===== config.mk =====
export PLATFORM = sky130hd
export DESIGN_NAME = dmrc_top
export DESIGN_NICKNAME = d
export VERILOG_FILES = /design/src/logic/dmrc_pkg.sv /design/src/logic/dmrc_sync.sv /design/src/logic/dmrc_top.sv
export SDC_FILE = /design/constraint.sdc
export NUM_CORES = 1
export LEC_CHECK = 0
export BUFFER_PORTS_ARGS = -buffer_cell sky130_fd_sc_hd__buf_2
export CORE_MARGIN = 8
export CORE_UTILIZATION = 57
export CTS_BUF_LIST = sky130_fd_sc_hd__clkbuf_4 sky130_fd_sc_hd__clkbuf_8
export DETAILED_ROUTE_END_ITERATION = 6
export GPL_ROUTABILITY_DRIVEN = 0
export GPL_TIMING_DRIVEN = 0
export HOLD_SLACK_MARGIN = 0.08
export PLACE_DENSITY = 0.81
export SYNTH_ARGS = -nofsm -noshare
export SYNTH_HDL_FRONTEND = slang
export SYNTH_SLANG_ARGS = --single-unit

===== constraint.sdc =====
create_clock -name clock -period 2.85 [get_ports clock]
set_input_delay 0.1425 -clock clock [delete_from_list [all_inputs] [get_ports clock]]
set_output_delay 0.1425 -clock clock [all_outputs]
set_load 0.005 [all_outputs]

===== src/logic/dmrc_pkg.sv =====
package dmrc_pkg;
    // ==========================================
    // Command pin encoding
    localparam int ADDR_W = 16;
    localparam int BA_W = 3;
    localparam logic [2:0] BA_MR0 = 3'h0;
    localparam logic [2:0] BA_MR1 = 3'h1;
    localparam logic [2:0] BA_MR2 = 3'h2;
    // ==========================================
    // Mode register 0 fields
    localparam int MR0_CL0 = 2;
    localparam int MR0_CL_LO = 4;
    localparam int MR0_CL_HI = 6;
    localparam int MR0_TEST = 7;
    localparam int MR0_DLLRST = 8;
    localparam int MR0_WR_LO = 9;
    localparam int MR0_WR_HI = 11;
    localparam int MR0_PPD = 12;
    // ==========================================
    // Mode register 1 fields
    localparam int MR1_DLLDIS = 0;
    localparam int MR1_DRV0 = 1;
    localparam int MR1_RTT0 = 2;
    localparam int MR1_AL_LO = 3;
    localparam int MR1_AL_HI = 4;
    localparam int MR1_DRV1 = 5;
    localparam int MR1_RTT1 = 6;
    localparam int MR1_WLVL = 7;
    localparam int MR1_RTT2 = 9;
    localparam int MR1_QOFF = 12;
    // ==========================================
    // Mode register 2 fields
    localparam int MR2_PARTIAL_ARRAY_SELF_REFRESH_LO = 0;
    localparam int MR2_PARTIAL_ARRAY_SELF_REFRESH_HI = 2;
    localparam int MR2_CWL_LO = 3;
    localparam int MR2_CWL_HI = 5;
    localparam int MR2_RTTWR_LO = 9;
    localparam int MR2_RTTWR_HI = 10;
    // ==========================================
    // Reset values and counts
    localparam logic [15:0] MR_RESET = 16'h0000;
    localparam int CL_BASE = 4;
    localparam int CWL_BASE = 5;
    localparam int DLL_RESET_CYCLES = 4;
    localparam int SYNC_STAGES = 3;
endpackage


===== src/logic/dmrc_sync.sv =====
`timescale 1ns/1ps
`default_nettype none
module dmrc_sync
    import dmrc_pkg::*;
#(
    parameter int WIDTH = 1
) (
    input wire logic clock,
    input wire logic rst_b,
    input wire logic [WIDTH-1:0] async_in,
    output logic [WIDTH-1:0] sync_out,
    output logic [WIDTH-1:0] rise
);
    // ==========================================
    // Three stages; change accepted when two and three agree
    logic [WIDTH-1:0] s1, s2, s3, held;
    logic [WIDTH-1:0] next_held;

    always_comb begin
        next_held = held;
        for (int i = 0; i < WIDTH; i++) begin
            if (s2[i] == s3[i]) begin
                next_held[i] = s3[i];
            end
        end
    end

    always_ff @(posedge clock) begin
        if (!rst_b) begin
            s1 <= '0;
            s2 <= '0;
            s3 <= '0;
            held <= '0;
        end else begin
            s1 <= async_in;
            s2 <= s1;
            s3 <= s2;
            held <= next_held;
        end
    end

    assign sync_out = held;
    assign rise = next_held & ~held;
endmodule
`default_nettype wire


===== src/logic/dmrc_top.sv =====
// How it works
// Read CAS latency decoded from mode_reg_0 bits A2, A4, A5, A6, whole cycles.
// Controller keeps mode_reg_0 A7 zero; test mode has undefined behaviour.
// DLL-reset bit clears itself once the DLL reset has been carried out.
// Controller waits DLL lock time after DLL reset before reads.
// Write recovery field A9..A11 plus precharge time gives autoprecharge write delay.
// Controller programs write recovery at least ceil of recovery time over clock.
// A12 zero: DLL frozen in precharge power-down, slow exit.
// A12 one: DLL kept running in precharge power-down, fast exit.
// Mode set with BA=001 writes mode_reg_1, BA=010 writes mode_reg_2.
// Controller drives reserved bits of mode_reg_1 and mode_reg_2 to zero.
// Write leveling with outputs on allows only RZQ/2, /4, /6 nominal termination.
// DLL enabled: DLL off in self refresh, back on at exit.
// Controller holds clock enable high throughout DLL lock period.
// DLL-off mode: controller disables nominal termination.
// DLL-off mode: controller writes dynamic termination bits to zero.
// Driver impedance selected by mode_reg_1 bits A1 and A5.
// Write termination applies during writes even with nominal termination off.
// Reads and writes held for additive latency; write latency is additive plus CAS_WRITE_LATENCY.
// Additive latency: 00 off, 01 CL-1, 10 CL-2, 11 reserved.
// mode_reg_1 A12 set disconnects all data and strobe outputs.
// No dynamic write termination while write leveling is active.
// Partial array self refresh limits retained range during self refresh.
// Mode set with all bank-address bits low writes mode_reg_0.
// CAS write latency from mode_reg_2 bits A3..A5, whole cycles.
`timescale 1ns/1ps
`default_nettype none
module dmrc_top
    import dmrc_pkg::*;
#(
    parameter int DLL_RESET_LEN = DLL_RESET_CYCLES
) (
    input wire logic clock,
    input wire logic rst_b,
    input wire logic ck_link,
    input wire logic cke,
    input wire logic cs_b,
    input wire logic ras_b,
    input wire logic cas_b,
    input wire logic we_b,
    input wire logic [BA_W-1:0] ba,
    input wire logic [ADDR_W-1:0] addr,
    input wire logic self_refresh,
    input wire logic precharge_pd,
    input wire logic write_active,
    input wire logic termination_pin,
    output logic [ADDR_W-1:0] mode_reg_0,
    output logic [ADDR_W-1:0] mode_reg_1,
    output logic [ADDR_W-1:0] mode_reg_2,
    output logic [4:0] read_cas_latency,
    output logic [4:0] cas_write_latency,
    output logic [4:0] additive_latency,
    output logic [5:0] read_latency_total,
    output logic [5:0] write_latency_total,
    output logic [3:0] write_recovery,
    output logic dll_reset_busy,
    output logic dll_running,
    output logic fast_pd_exit,
    output logic [1:0] drive_strength,
    output logic [2:0] rtt_nom_sel,
    output logic [1:0] rtt_applied,
    output logic outputs_off,
    output logic write_leveling,
    output logic [2:0] partial_array_self_refresh,
    output logic test_mode
);
    // ==========================================
    // Pin sampling: link clock and command pins cross in
    localparam int NPIN = 7 + BA_W + ADDR_W;
    logic [NPIN-1:0] pin_sync;
    logic ck_rise;

    dmrc_sync #(.WIDTH(1)) u_ck (
        .clock(clock),
        .rst_b(rst_b),
        .async_in(ck_link),
        .sync_out(),
        .rise(ck_rise)
    );

    // Pins held stable around the link clock edge, so sampled alongside it
    dmrc_sync #(.WIDTH(NPIN)) u_pins (
        .clock(clock),
        .rst_b(rst_b),
        .async_in({cke, cs_b, ras_b, cas_b, we_b, ba, addr, self_refresh, precharge_pd}),
        .sync_out(pin_sync),
        .rise()
    );

    logic s_cke, s_cs_b, s_ras_b, s_cas_b, s_we_b, s_sr, s_ppd;
    logic [BA_W-1:0] s_ba;
    logic [ADDR_W-1:0] s_addr;
    assign {s_cke, s_cs_b, s_ras_b, s_cas_b, s_we_b, s_ba, s_addr, s_sr, s_ppd} = pin_sync;

    // ==========================================
    // Functions
    function automatic logic [4:0] cl_decode(input logic [3:0] code);
        cl_decode = 5'(CL_BASE) + 5'(code[3:1]) + (code[0] ? 5'h08 : 5'h00);
    endfunction

    function automatic logic [4:0] al_decode(input logic [1:0] code, input logic [4:0] cl);
        case (code)
            2'h1: al_decode = cl - 5'h01;
            2'h2: al_decode = cl - 5'h02;
            default: al_decode = 5'h00; // Reserved code treated as off
        endcase
    endfunction

    // ==========================================
    // Mode register set decode
    logic mrs_cmd;
    assign mrs_cmd = ck_rise && s_cke && !s_cs_b && !s_ras_b && !s_cas_b && !s_we_b;

    typedef enum logic [2:0] {
        DMRC_IDLE = 3'b001,
        DMRC_DLLRST = 3'b010,
        DMRC_SREF = 3'b100
    } dmrc_state_e;

    dmrc_state_e state, next_state;
    logic [ADDR_W-1:0] next_mr0, next_mr1, next_mr2;
    logic [7:0] rst_cnt, next_rst_cnt;

    always_comb begin
        next_mr0 = mode_reg_0;
        next_mr1 = mode_reg_1;
        next_mr2 = mode_reg_2;
        next_state = state;
        next_rst_cnt = rst_cnt;
        if (mrs_cmd) begin
            case (s_ba)
                BA_MR0: next_mr0 = s_addr;
                BA_MR1: next_mr1 = s_addr;
                BA_MR2: next_mr2 = s_addr;
                default: next_mr0 = mode_reg_0;
            endcase
        end
        case (state)
            DMRC_IDLE: begin
                if (s_sr && !mode_reg_1[MR1_DLLDIS]) begin
                    next_state = DMRC_SREF;
                end else if (mode_reg_0[MR0_DLLRST]) begin
                    next_state = DMRC_DLLRST;
                    next_rst_cnt = 8'(DLL_RESET_LEN);
                end
            end
            DMRC_DLLRST: begin
                if (rst_cnt <= 8'h01) begin
                    next_state = DMRC_IDLE;
                    next_rst_cnt = 8'h00;
                    // Fresh mode_reg_0 write wins, so a new reset request is never lost
                    if (!(mrs_cmd && s_ba == BA_MR0)) begin
                        next_mr0[MR0_DLLRST] = 1'b0;
                    end
                end else begin
                    next_rst_cnt = rst_cnt - 8'h01;
                end
            end
            DMRC_SREF: begin
                if (!s_sr) begin
                    next_state = DMRC_IDLE;
                end
            end
            default: next_state = DMRC_IDLE;
        endcase
    end

    always_ff @(posedge clock) begin
        if (!rst_b) begin
            mode_reg_0 <= MR_RESET;
            mode_reg_1 <= MR_RESET;
            mode_reg_2 <= MR_RESET;
            state <= DMRC_IDLE;
            rst_cnt <= 8'h00;
        end else begin
            mode_reg_0 <= next_mr0;
            mode_reg_1 <= next_mr1;
            mode_reg_2 <= next_mr2;
            state <= next_state;
            rst_cnt <= next_rst_cnt;
        end
    end

    // ==========================================
    // Decoded fields: latencies, recovery, DLL and termination registered; mode bits below assigned directly
    logic [4:0] next_cl, next_cwl, next_al;
    logic [3:0] next_wr;
    logic next_dll_run, next_busy;
    logic [1:0] next_rtt;

    always_comb begin
        next_cl = cl_decode({mode_reg_0[MR0_CL_HI:MR0_CL_LO], mode_reg_0[MR0_CL0]});
        next_al = al_decode(mode_reg_1[MR1_AL_HI:MR1_AL_LO], next_cl);
        next_cwl = 5'(CWL_BASE) + 5'(mode_reg_2[MR2_CWL_HI:MR2_CWL_LO]);
        // Code zero gives a write_recovery of zero
        next_wr = (mode_reg_0[MR0_WR_HI:MR0_WR_LO] == 3'h0) ? 4'h0 :
                  (mode_reg_0[MR0_WR_HI:MR0_WR_LO] < 3'h4) ? 4'(mode_reg_0[MR0_WR_HI:MR0_WR_LO] + 3'h4) :
                  4'({mode_reg_0[MR0_WR_HI:MR0_WR_LO], 1'b0});
        // Frozen when disabled, in self refresh, or slow-exit power-down
        next_dll_run = !mode_reg_1[MR1_DLLDIS] && (state != DMRC_SREF) &&
                       !(s_ppd && !mode_reg_0[MR0_PPD]);
        next_busy = (state == DMRC_DLLRST);
        // Write leveling blocks dynamic termination
        if (termination_pin && write_active && !mode_reg_1[MR1_WLVL] &&
                mode_reg_2[MR2_RTTWR_HI:MR2_RTTWR_LO] != 2'h0) begin
            next_rtt = mode_reg_2[MR2_RTTWR_HI:MR2_RTTWR_LO];
        end else begin
            next_rtt = 2'h0;
        end
    end

    always_ff @(posedge clock) begin
        if (!rst_b) begin
            read_cas_latency <= 5'h00;
            cas_write_latency <= 5'h00;
            additive_latency <= 5'h00;
            read_latency_total <= 6'h00;
            write_latency_total <= 6'h00;
            write_recovery <= 4'h0;
            dll_running <= 1'b0;
            dll_reset_busy <= 1'b0;
            rtt_applied <= 2'h0;
        end else begin
            read_cas_latency <= next_cl;
            cas_write_latency <= next_cwl;
            additive_latency <= next_al;
            read_latency_total <= 6'(next_al) + 6'(next_cl);
            write_latency_total <= 6'(next_al) + 6'(next_cwl);
            write_recovery <= next_wr;
            dll_running <= next_dll_run;
            dll_reset_busy <= next_busy;
            rtt_applied <= next_rtt;
        end
    end

    assign fast_pd_exit = mode_reg_0[MR0_PPD];
    assign drive_strength = {mode_reg_1[MR1_DRV1], mode_reg_1[MR1_DRV0]};
    assign rtt_nom_sel = {mode_reg_1[MR1_RTT2], mode_reg_1[MR1_RTT1], mode_reg_1[MR1_RTT0]};
    assign outputs_off = mode_reg_1[MR1_QOFF];
    assign write_leveling = mode_reg_1[MR1_WLVL];
    assign partial_array_self_refresh = mode_reg_2[MR2_PARTIAL_ARRAY_SELF_REFRESH_HI:MR2_PARTIAL_ARRAY_SELF_REFRESH_LO];
    assign test_mode = mode_reg_0[MR0_TEST];

    // ==========================================
    // Assertions
    a_dllrst_clears: assert property (@(posedge clock) disable iff (!rst_b)
        (state == DMRC_DLLRST && rst_cnt == 8'h01 && !(mrs_cmd && s_ba == BA_MR0))
        |=> !mode_reg_0[MR0_DLLRST])
        else $error("dll reset bit not cleared");
    a_mr1_target: assert property (@(posedge clock) disable iff (!rst_b)
        (mrs_cmd && s_ba == BA_MR1) |=> mode_reg_1 == $past(s_addr))
        else $error("mode_reg_1 not written");
    a_mr2_target: assert property (@(posedge clock) disable iff (!rst_b)
        (mrs_cmd && s_ba == BA_MR2) |=> mode_reg_2 == $past(s_addr))
        else $error("mode_reg_2 not written");
    a_mr0_target: assert property (@(posedge clock) disable iff (!rst_b)
        (mrs_cmd && s_ba == BA_MR0) |=> mode_reg_0 == $past(s_addr))
        else $error("mode_reg_0 not written");
    a_rl_sum: assert property (@(posedge clock) disable iff (!rst_b)
        ##1 read_latency_total == 6'(additive_latency) + 6'(read_cas_latency))
        else $error("read latency sum wrong");
    a_al_decode: assert property (@(posedge clock) disable iff (!rst_b)
        $past(mode_reg_1[MR1_AL_HI:MR1_AL_LO]) == 2'h2 && $past(mode_reg_0) == mode_reg_0
        |-> additive_latency == read_cas_latency - 5'h02)
        else $error("additive latency decode wrong");
    a_wl_sum: assert property (@(posedge clock) disable iff (!rst_b)
        ##1 write_latency_total == 6'(additive_latency) + 6'(cas_write_latency))
        else $error("write latency sum wrong");
    a_sref_dll_off: assert property (@(posedge clock) disable iff (!rst_b)
        state == DMRC_SREF |=> !dll_running)
        else $error("dll running in self refresh");
    a_slow_pd: assert property (@(posedge clock) disable iff (!rst_b)
        (s_ppd && !mode_reg_0[MR0_PPD]) |=> !dll_running)
        else $error("dll not frozen in slow exit");
    a_no_dyn_wlvl: assert property (@(posedge clock) disable iff (!rst_b)
        mode_reg_1[MR1_WLVL] |=> rtt_applied == 2'h0)
        else $error("dynamic termination in write leveling");
endmodule
`default_nettype wire


== Word level (Yosys, flattened, before mapping) ==
Cells that the tools add are included.

* Bits in registers: 202
* Logic and storage cells: 155

* $add $sub $neg: 9
* $lt $le $gt $ge: 2
* Eq/ne operators: 40
* Muxes and demuxes: 18
* Bitwise logic cells: 4
* Reductions and logical operators: 33

{| class="wikitable"
|+ Operators with widths
! operator !! count
|-
| 1-bit == test || 27
|-
| 8-bit 2-to-1 mux || 3
|-
| 9-bit 2-to-1 mux || 2
|-
| 8-bit one-hot mux with 2 select lines || 1
|-
| 1-bit logical AND || 13
|-
| 3-bit 2-to-1 mux || 4
|-
| 5-bit one-hot mux with 2 select lines || 1
|-
| 3-bit one-hot mux with 3 select lines || 1
|-
| 3-bit by 3-bit adder with 4-bit output (first input constant) || 2
|-
| 8-bit by 1-bit <= comparator with 1-bit output (second input constant) || 1
|-
| 1-bit zero test || 8
|-
| 4-bit 2-to-1 mux || 2
|-
| 2-bit AND reduction || 4
|-
| 8-bit by 1-bit subtractor with 8-bit output (second input constant) || 1
|-
| 5-bit by 4-bit adder with 6-bit output || 1
|-
| 5-bit by 5-bit adder with 6-bit output || 1
|-
| 3-bit by 1-bit == test with 1-bit output (second input constant) || 2
|-
| 3-bit by 2-bit == test with 1-bit output (second input constant) || 2
|-
| 3-bit zero test || 2
|-
| 2-bit != test (second input constant) || 3
|-
| 3-bit != test (second input constant) || 2
|-
| 3-bit AND reduction || 2
|-
| 4-bit by 4-bit adder with 5-bit output || 1
|-
| 5-bit by 1-bit subtractor with 5-bit output (second input constant) || 1
|-
| 13 further kinds || 19
|}

== Depth between registers and ports, before layout ==
Gate-level depths: netlist of run 1.

* Depth in word-level cells: 12
* Gate-level depth with buffers: 11
* Gate-level depth less buffers: 11

== Cells and area by module ==
A second synthesis of run 1 with hierarchy kept.

* Cell total of the unflattened synthesis: 758
* Area total of the unflattened synthesis: 7382.1 um^2

{| class="wikitable"
|+ By module, submodules not included
! module !! instances !! cells an instance !! area each (um^2) !! seq. area each (um^2)
|-
| dmrc_top || 1 || 423 || 3952.5 || 1861.8
|-
| dmrc_sync at u_pins || 1 || 323 || 3305.7 || 2082.0
|-
| dmrc_sync at u_ck || 1 || 12 || 123.9 || 80.1
|}

== Worst setup path after synthesis of run 1 ==
No wires, ideal clock.

* Kind: reg2reg
* From: register mode_reg_0[4]
* To: register read_latency_total[4]
* Data arrival time: 2.084 ns
* Slack: 0.634 ns
* Stages on the path, launching flop included: 11
* Path buffers: 0
* Clock period less this slack: 2.216 ns
* Cell sequence: dfxtp_1 inv_1 ha_1 nand2b_1 a21oi_1 inv_1 fa_1 nor2b_1 o21ai_0 a21boi_0 nor3_1

* Longest elaborated chain between the ends: 5
* Elaborated cells on any way between the ends: 6

{| class="wikitable"
|+ RTL lines
! item !! line !! text
|-
| start, declared || dmrc_top.sv:47 || <nowiki>output logic [ADDR_W-1:0] mode_reg_0,</nowiki>
|-
| start signal, assigned || dmrc_top.sv:176 || <nowiki>mode_reg_0 <= next_mr0;</nowiki>
|-
| 3-bit by 3-bit adder with 4-bit output * || dmrc_top.sv:98 || <nowiki>cl_decode = 5'(CL_BASE) + 5'(code[3:1]) + (code[0] ? 5'h08 : 5'h00);</nowiki>
|-
| 4-bit by 4-bit adder with 5-bit output * || dmrc_top.sv:98 ||
|-
| 5-bit by 2-bit subtractor with 5-bit output / 5-bit by 1-bit subtractor with 5-bit output (equally long branches) || dmrc_top.sv:104, dmrc_top.sv:103 ||
|-
| 5-bit one-hot mux with 2 select lines * || dmrc_top.sv:102 || <nowiki>case (code)</nowiki>
|-
| named net next_al[1] || dmrc_top.sv:186 || <nowiki>logic [4:0] next_cl, next_cwl, next_al;</nowiki>
|-
| 5-bit by 5-bit adder with 6-bit output * || dmrc_top.sv:227 || <nowiki>read_latency_total <= 6'(next_al) + 6'(next_cl);</nowiki>
|-
| end signal, assigned || dmrc_top.sv:227 ||
|-
| end, declared || dmrc_top.sv:53 || <nowiki>output logic [5:0] read_latency_total,</nowiki>
|}

The timed path passes the listed nets; every way through them passes the cells marked *.
A chain may end at the register's enable or synchronous reset.

== Final worst setup path of run 1 ==
* From: register mode_reg_0[6]
* To: register write_latency_total[4]

* Longest elaborated chain between the ends: 5
* Elaborated cells on any way between the ends: 6

{| class="wikitable"
|+ RTL lines
! item !! line !! text
|-
| 3-bit by 3-bit adder with 4-bit output * || dmrc_top.sv:98 ||
|-
| 4-bit by 4-bit adder with 5-bit output * || dmrc_top.sv:98 ||
|-
| named net next_cl[3] || dmrc_top.sv:186 ||
|-
| 5-bit by 2-bit subtractor with 5-bit output / 5-bit by 1-bit subtractor with 5-bit output (equally long branches) || dmrc_top.sv:104, dmrc_top.sv:103 ||
|-
| 5-bit one-hot mux with 2 select lines * || dmrc_top.sv:102 ||
|-
| named net next_al[3] || dmrc_top.sv:186 ||
|-
| 5-bit by 4-bit adder with 6-bit output * || dmrc_top.sv:228 || <nowiki>write_latency_total <= 6'(next_al) + 6'(next_cwl);</nowiki>
|-
| end signal, assigned || dmrc_top.sv:228 ||
|-
| end, declared || dmrc_top.sv:54 || <nowiki>output logic [5:0] write_latency_total,</nowiki>
|}

Marked as above.

==> results.txt, run 1 <==
The TritonCTS clock tree is built. The cell sitting at the root of the clock tree is a clkbuf_8. The overall via count from detail_route came out at 5,489.

The worst slew margin relative to its limit is 0.522. The number of port buffers came out at 124. The adder-cell area share of the yosys netlist is 0.0380. The placed wire-length estimate came out at 11,700 microns. The type of the worst min-delay path is input port to flop. The die is 127 microns wide. The worst setup path is launched from a flop.

The number of clock sinks seen by CTS came out at 201. The I/O pin count came out at 126. The number of antenna violations at the first check in global routing came out at 0. The critical path capture point type is a flop.

The cell count after synthesis came out at 715. The total count of hold-check failures in the final report is 0. The post-route setup TNS came out at 0 ps. The simple-gate share of the synthesized area is 0.212. After layout, the minimum clock period comes to 2730 ps. At the later pin of the worst-skew pair, clock insertion delay measures 550 ps. The count of yosys warnings during synthesis came out at 0. Relative to the synthesized area, the layout overhead comes to 26.0%. The number of maximum-capacitance constraint violations is 0. The final layout contains 953 nets. The end-of-flow core utilization is 0.735. In the final routed layout, each cell accounts on average for 15.4 microns.

The clock edge transition at the registers on the reported setup and hold paths came out at 60 ps. The slack of the critical path came out at 115 ps. The achievable frequency is 366 MHz. The repair_antennas step left the layout with diodes totalling 0. The proportion of synthesized chip area in sequential cells is 0.576. After synthesis, the largest family of logic cells by area is simple AND/OR/NAND/NOR gates. No sink is reached through more buffers than the 3 on the longest clock path. The most instantiated flip-flop cell in the synthesis netlist is dfxtp_1. The ratio of routed vias to standard cells is 5.11. CTS built an H-tree with a depth of 1. The clock network fraction of total power is 0.461. Counting cells, the worst reg-to-reg path comes to 8. The number of global-route vias before repair came out at 5,701. The xor and xnor fraction of the mapped netlist area came out at 0.00502. Of the post-synthesis cell area, the part taken by muxes is 0.0244. For this design the total switching power over the nets is 1.17 mW.

The worst clock skew is 10.1 ps. The internal power consumption came out at 4.48 mW. The total count of max-transition violations in the final report came out at 0. The first-pass GRT wire length came out at 26,900 microns.

The fraction of the cycle the final worst path needs is 0.960. The proportion of register bits with asynchronous set or reset after synthesis came out at 0. The largest driver fanout on the critical path came out at 9. The post-cts gate resize count is 0. The largest net degree at the start of global routing came out at 17. The startpoint identified for the worst hold timing path is ba[2].

The switching power share of the total came out at 0.207. Setup repair after global routing left no endpoint under its margin. The total of endpoints with negative setup slack in the final report came out at 0. The core area came out at 0.0120 sq mm. The fraction of power consumed by sequential logic is 0.511. The compound-cell area share of the yosys netlist came out at 0.101. The count of nets left with antenna violations after detail routing came out at 0. The total global-route track usage is 0.202. Data on the critical path is required at its endpoint by 3330 ps. The DRC violation total after the first TritonRoute iteration is 300. The final wirelength is 16,500 microns. Dividing the synthesized area by the synthesized cell count gives 9.76 sq um.

The cell depth of the worst hold path is 3. The data arrival time of the critical path is 3210 ps. Before CTS, the worst setup slack after placement is 169 ps.

The netlist area before placement came out at 0.00698 sq mm. The number of distinct library cells after synthesis came out at 48. The transition time of the tightest slew-check pin came out at 711 ps.

The count of TritonRoute iterations in the first routing pass is 4. The critical setup path kind is flop to flop. The post-CTS setup buffer count is 0. The count of hold-fix buffers inserted at cts is 30. The share of final-layout standard cells stronger than drive strength 1 came out at 0.228. The peak supply drop is 485 uV. The TritonCTS buffer count came out at 31. The worst register-to-register path has a setup slack of 120 ps.

The overall die area is 0.0160 sq mm. Summed over all cells, the static leakage comes to 3.90 nW. The initial utilization of the core area, before any placement, comes to 0.584. The endpoint identified for the worst register-to-register timing path is write_latency_total[4].

The part of the power in combinational logic came out at 0.028. The register bit count reported by yosys is 201. The DRC violations left is 0. The worst hold path terminates at u_pins.s1[20]. The number of flops mapped to enable cells by yosys came out at 0.

The filler cell count in the final layout came out at 831. In this run the critical register-to-register path is launched from mode_reg_0[6]. Dividing total power by cell area gives a power density of 642 mW/mm^2. The number of nets in the synthesized netlist is 766. From bottom edge to top edge, the die measures 127 microns. The flow ran to the end, and the final reports show no timing, DRC or antenna violations.

The row count came out at 40. The total congestion overflow after global routing came out at 0.
metrics by stage:
stage	instance area, sq um	power, mW	std cells	hold slack (ps)
final	8790	5.65	1074	338
after global placement	7780	3.06	986	347
after floorplan	6980	3.01	715	270
after global routing	8790	5.84	1074	325
after CTS	8790	5.68	1074	317
after detailed placement	7780	3.07	986	351
layer usage:
layer  global-route usage  wire length, microns  share of wire  vias up
met5                    0                     0              0        -
met4               0.0728                   330          0.020        0
met3               0.0469                   963          0.058       30
met2                0.372                  8530           0.52      164
met1                0.222                  6670           0.40     2567
li1                     -                     -              -     2728
critical path, stage by stage, from the launching register on:
cell and delay, ps:
dfxtp_1 570, ha_1 370, nand2_1 120, a21oi_1 50, nor4_1 610, ha_1 370, o21a_1 130, or3_1 300
mux2i_1 130
cell usage in the layout (no fill, tap or decap), types with 15 or more instances in the layout:
cell	instances
and2_1	95
mux2i_1	17
dfxtp_1	201
dlygate4sd3_1	30
o21ai_0	35
buf_4	15
clkbuf_1	25
nor2_1	34
clkbuf_8	38
buf_2	129
nand2_1	99
inv_1	17
a21oi_1	73
ha_1	18
synth_stat cells, drive strengths merged, types with 6 or more instances:
library cell	n	area, sq um
buf	20	138
dfxtp	201	4020
nand2	99	372
and2	95	594
mux2i	17	170
inv	17	63.8
a21oi	74	374
nor2	34	128
clkbuf	25	93.8
nand3	9	45.0
nor2b	9	56.3
nor3	6	30.0
o21ai	35	175
ha	18	225
power groups by stage:
stage / logic [mW] / registers, mW / clock network, mW
2_1_floorplan: 0.0677 / 2.94 / 0
3_3_place_gp: 0.121 / 2.94 / 0
3_5_place_dp: 0.124 / 2.95 / 0
4_1_cts: 0.156 / 2.88 / 2.64
5_1_grt: 0.173 / 2.89 / 2.78
6_report: 0.157 / 2.88 / 2.61
registers in the layout (all words and copies together), names as in the netlist, 2 cells and up:
register,flops
additive_latency,5
cas_write_latency,4
mode_reg_0,16
mode_reg_1,16
mode_reg_2,16
read_cas_latency,5
read_latency_total,6
rst_cnt,8
rtt_applied,2
state,3
u_pins.s1,26
u_pins.s2,26
u_pins.s3,26
u_pins.sync_out,26
write_latency_total,6
write_recovery,4
final cells by class:
| cell class | count | area, sq um | area share |
|---|---|---|---|
| sequential | 201 | 4020 | 0.458 |
| multi-input combinational | 452 | 2660 | 0.303 |
| timing repair buffer | 154 | 921 | 0.105 |
| clock buffer | 49 | 606 | 0.0689 |
| buffer | 45 | 231 | 0.0263 |
| tap | 147 | 184 | 0.0209 |
| clock inverter | 9 | 101 | 0.0115 |
| inverter | 17 | 63.8 | 0.00726 |
worst max-delay path by stage:
stage | start | cells after the start | endpoint
after floorplan | mode_reg_0[4] | 10 | read_latency_total[4]
after global placement | mode_reg_0[6] | 8 | write_latency_total[4]
after detailed placement | mode_reg_0[6] | 8 | write_latency_total[4]
after CTS | mode_reg_0[6] | 8 | write_latency_total[4]
after global routing | mode_reg_0[5] | 10 | read_latency_total[4]
final | mode_reg_0[6] | 8 | write_latency_total[4]
cell families after synthesis:
group           after synthesis
flops                       201
xor+xnor                      4
fa+ha+maj                    20
buf+inv                      62
mux                          17
other cells                   1
compound gates              127
simple gates                283
Note: power is estimated with default switching activity, not from simulation.
==> run 2, diff against run 1 <==
clock period = 2.6 ns   (was 2.85 ns; I/O delays follow)
==> run 2 against run 1 <==
Against the previous run: utilization rose by 0.11 points; critical path depth did not move; sequential share of layout area barely moved; first-iteration DRC count rose by 19%; routed wire length fell by 0.15%; global-route usage barely moved; die area did not move; count of clock-buffer cells in the layout did not move; sequential power rose by 9.7%; register-to-register slack improved by 80 ps; critical path type unchanged; largest power group unchanged.
==> results.txt, run 2 (synthesized netlist as in run 1, its figures left out) <==
The die span in x was 127 microns (unchanged). The slack of the critical path was 192 ps (+76.7 ps). The static leakage came to 3.91 nW (about the same).

The share of final-layout standard cells stronger than drive strength 1 came out at 0.234 (+0.00647). The total of endpoints with negative setup slack in the final report is 0 (unchanged). The total count of hold-check failures in the final report came to 0 (unchanged).

The DRC violations left was 0 (unchanged). The DRC violation total after the first TritonRoute iteration is 356 (+19%). The number of buffers between clock root and the deepest sink is 3 (unchanged).

The worst setup path is of the flop to flop kind. The placed wire-length estimate was 11,700 microns (unchanged). The clock edge transition at the registers on the reported setup and hold paths is 70 ps (about the same). The number of antenna violations at the first check in global routing is 0 (unchanged).

The largest driver fanout on the critical path came out at 6 (-3). The clock insertion delay at the later pin of the skew report came out at 550 ps (about the same). The overall die height is 127 microns (unchanged). The total count of max-transition violations in the final report is 0 (unchanged). The overall via count from detail_route was 5,475 (-0.26%). The filler cell count in the final layout is 833 (+0.24%). The number of maximum-capacitance constraint violations is 0 (unchanged).

The critical path capture point type is a flop. The number of global-route vias before repair came out at 5,701 (unchanged). The I/O pin count came out at 126 (unchanged).

The root buffer cell chosen for the clock tree is clkbuf_8. The count of inserted antenna diode cells came out at 0 (unchanged). The TritonCTS buffer count came to 31 (unchanged).

The worst setup slack before clock tree synthesis came to -80.9 ps (-250 ps). Leaving out fill and tap cells, the most frequent cells in the layout are 198 x dfxtp_1, 129 x buf_2, 99 x nand2_1. Setup repair after global routing left no endpoint under its margin. The core area came out at 0.0120 sq mm (unchanged).

The total global-route track usage was 0.202 (about the same). The number of port buffers is 124 (unchanged). The data arrival time of the critical path was 2800 ps (-410 ps). The detail-routed net length per standard cell is 15.3 microns (-0.15%). The fraction of the cycle the final worst path needs is 0.926 (-0.0334).

The first-pass GRT wire length is 27,000 microns (+0.10%). The library cell used most frequently in the layout, excluding fill and tap cells, is dfxtp_1. The final wirelength came to 16,500 microns (-0.15%). The worst slew margin relative to its limit came out at 0.547 (+0.0250).

The total number of H-tree levels came out at 1 (unchanged). The count of TritonRoute iterations in the first routing pass came to 4 (unchanged). The total congestion overflow after global routing is 0 (unchanged). The ratio of total power to cell area is 703 mW/mm^2 (+9.4%).

The row count came to 40 (unchanged). The startpoint type of the worst setup path is a flop. The count of nets left with antenna violations after detail routing is 0 (unchanged). The layout net count is 953 (unchanged). The worst clock skew came out at 12.5 ps (+2.36 ps). The post-CTS setup buffer count came out at 0 (unchanged).

The type of the worst min-delay path is input port to flop. The ratio of routed vias to standard cells came out at 5.10 (-0.26%). The peak supply drop was 534 uV (+10%).

The final hold slack came out at 324 ps (-14.1 ps). The starting density of the core came out at 0.584 (unchanged). The overall die area came out at 0.0160 sq mm (unchanged).

The data required time of the critical path came out at 2990 ps (-340 ps). The TritonCTS clock tree is built. The number of clock sinks seen by CTS came to 201 (unchanged). The run finished with clean final reports. The achievable frequency came out at 415 MHz (+14%).

The transition time of the tightest slew-check pin was 680 ps (-30.9 ps). The final critical delay including setup and external delays is 2410 ps (-327 ps). From synthesis to final layout, the design area changed by 26.2%. The largest net degree at the start of global routing is 17 (unchanged).
-- run 2: cell count changes in the layout (fill, tap and decap cells not counted) --
cell | previous run | this run
dfxtp_1 | 201 | 198
a21oi_2 | 1 | 2
inv_2 | 0 | 1
nor4_1 | 1 | 0
dfxtp_2 | 0 | 3
nor4_2 | 0 | 1
inv_1 | 17 | 16
a21oi_1 | 73 | 72
-- run 2: path summary, 6_finish.rpt --
check | startpoint | endpoint | slack, ps | depth (start not counted)
worst max register to register | mode_reg_1[3] | read_latency_total[5] | 190 | 8
worst min register to register | u_pins.s1[20] | u_pins.s2[20] | 430 | 1
worst max-delay path | mode_reg_1[3] | read_latency_total[5] | 190 | 8
worst min-delay path | ba[2] | u_pins.s1[20] | 320 | 3
-- run 2: power breakdown --
group	internal, mW	switching, mW
clock	1.69	1.17
sequential	3.14	0.0235
combinational	0.0848	0.0874
total	4.91	1.28
-- run 2: metrics by stage --
stage	instances	area [sq um]	utilization	setup TNS (ps)	power, mW
finish	1074	8810	0.736	0	6.19
global route	1074	8810	0.736	0	6.41
detailed placement	986	7780	0.651	-134	3.36
global placement	986	7780	0.651	-17.7	3.36
CTS	1074	8800	0.736	0	6.23
floorplan	715	6980	-	0	3.30
-- run 2: per-layer routing --
metal	global-route usage	up-vias	routed length, microns
met5	0	-	0
met4	0.0756	0	358
met3	0.0478	29	992
met2	0.371	144	8590
met1	0.222	2574	6520
li1	-	2728	-
-- run 2: worst max-delay path, stage by stage, from the launching register on --
cell       delay, ps
dfxtp_1          390
inv_1             60
ha_1             380
a2111oi_0        400
a31o_2           240
ha_1             280
and2_1           170
o21ai_0          160
o21ai_0          160
-- run 2: timing repair --
| item | in CTS | in global routing |
|---|---|---|
| hold buffers | 30 | 0 |
| setup endpoints to repair | 2 | 2 |
| hold endpoints to repair | 32 | 0 |
| pin swaps | 0 | 1 |
| resized for setup | 2 | 4 |
-- run 2: layout make-up --
class | count | area [sq um] | share of cell area
Sequential cell | 201 | 4030 | 0.457
Multi-Input combinational cell | 452 | 2670 | 0.303
Timing Repair Buffer | 154 | 921 | 0.105
Clock buffer | 49 | 606 | 0.0688
Buffer | 45 | 231 | 0.0263
Tap cell | 147 | 184 | 0.0209
Clock inverter | 9 | 101 | 0.0115
Inverter | 17 | 63.8 | 0.00725
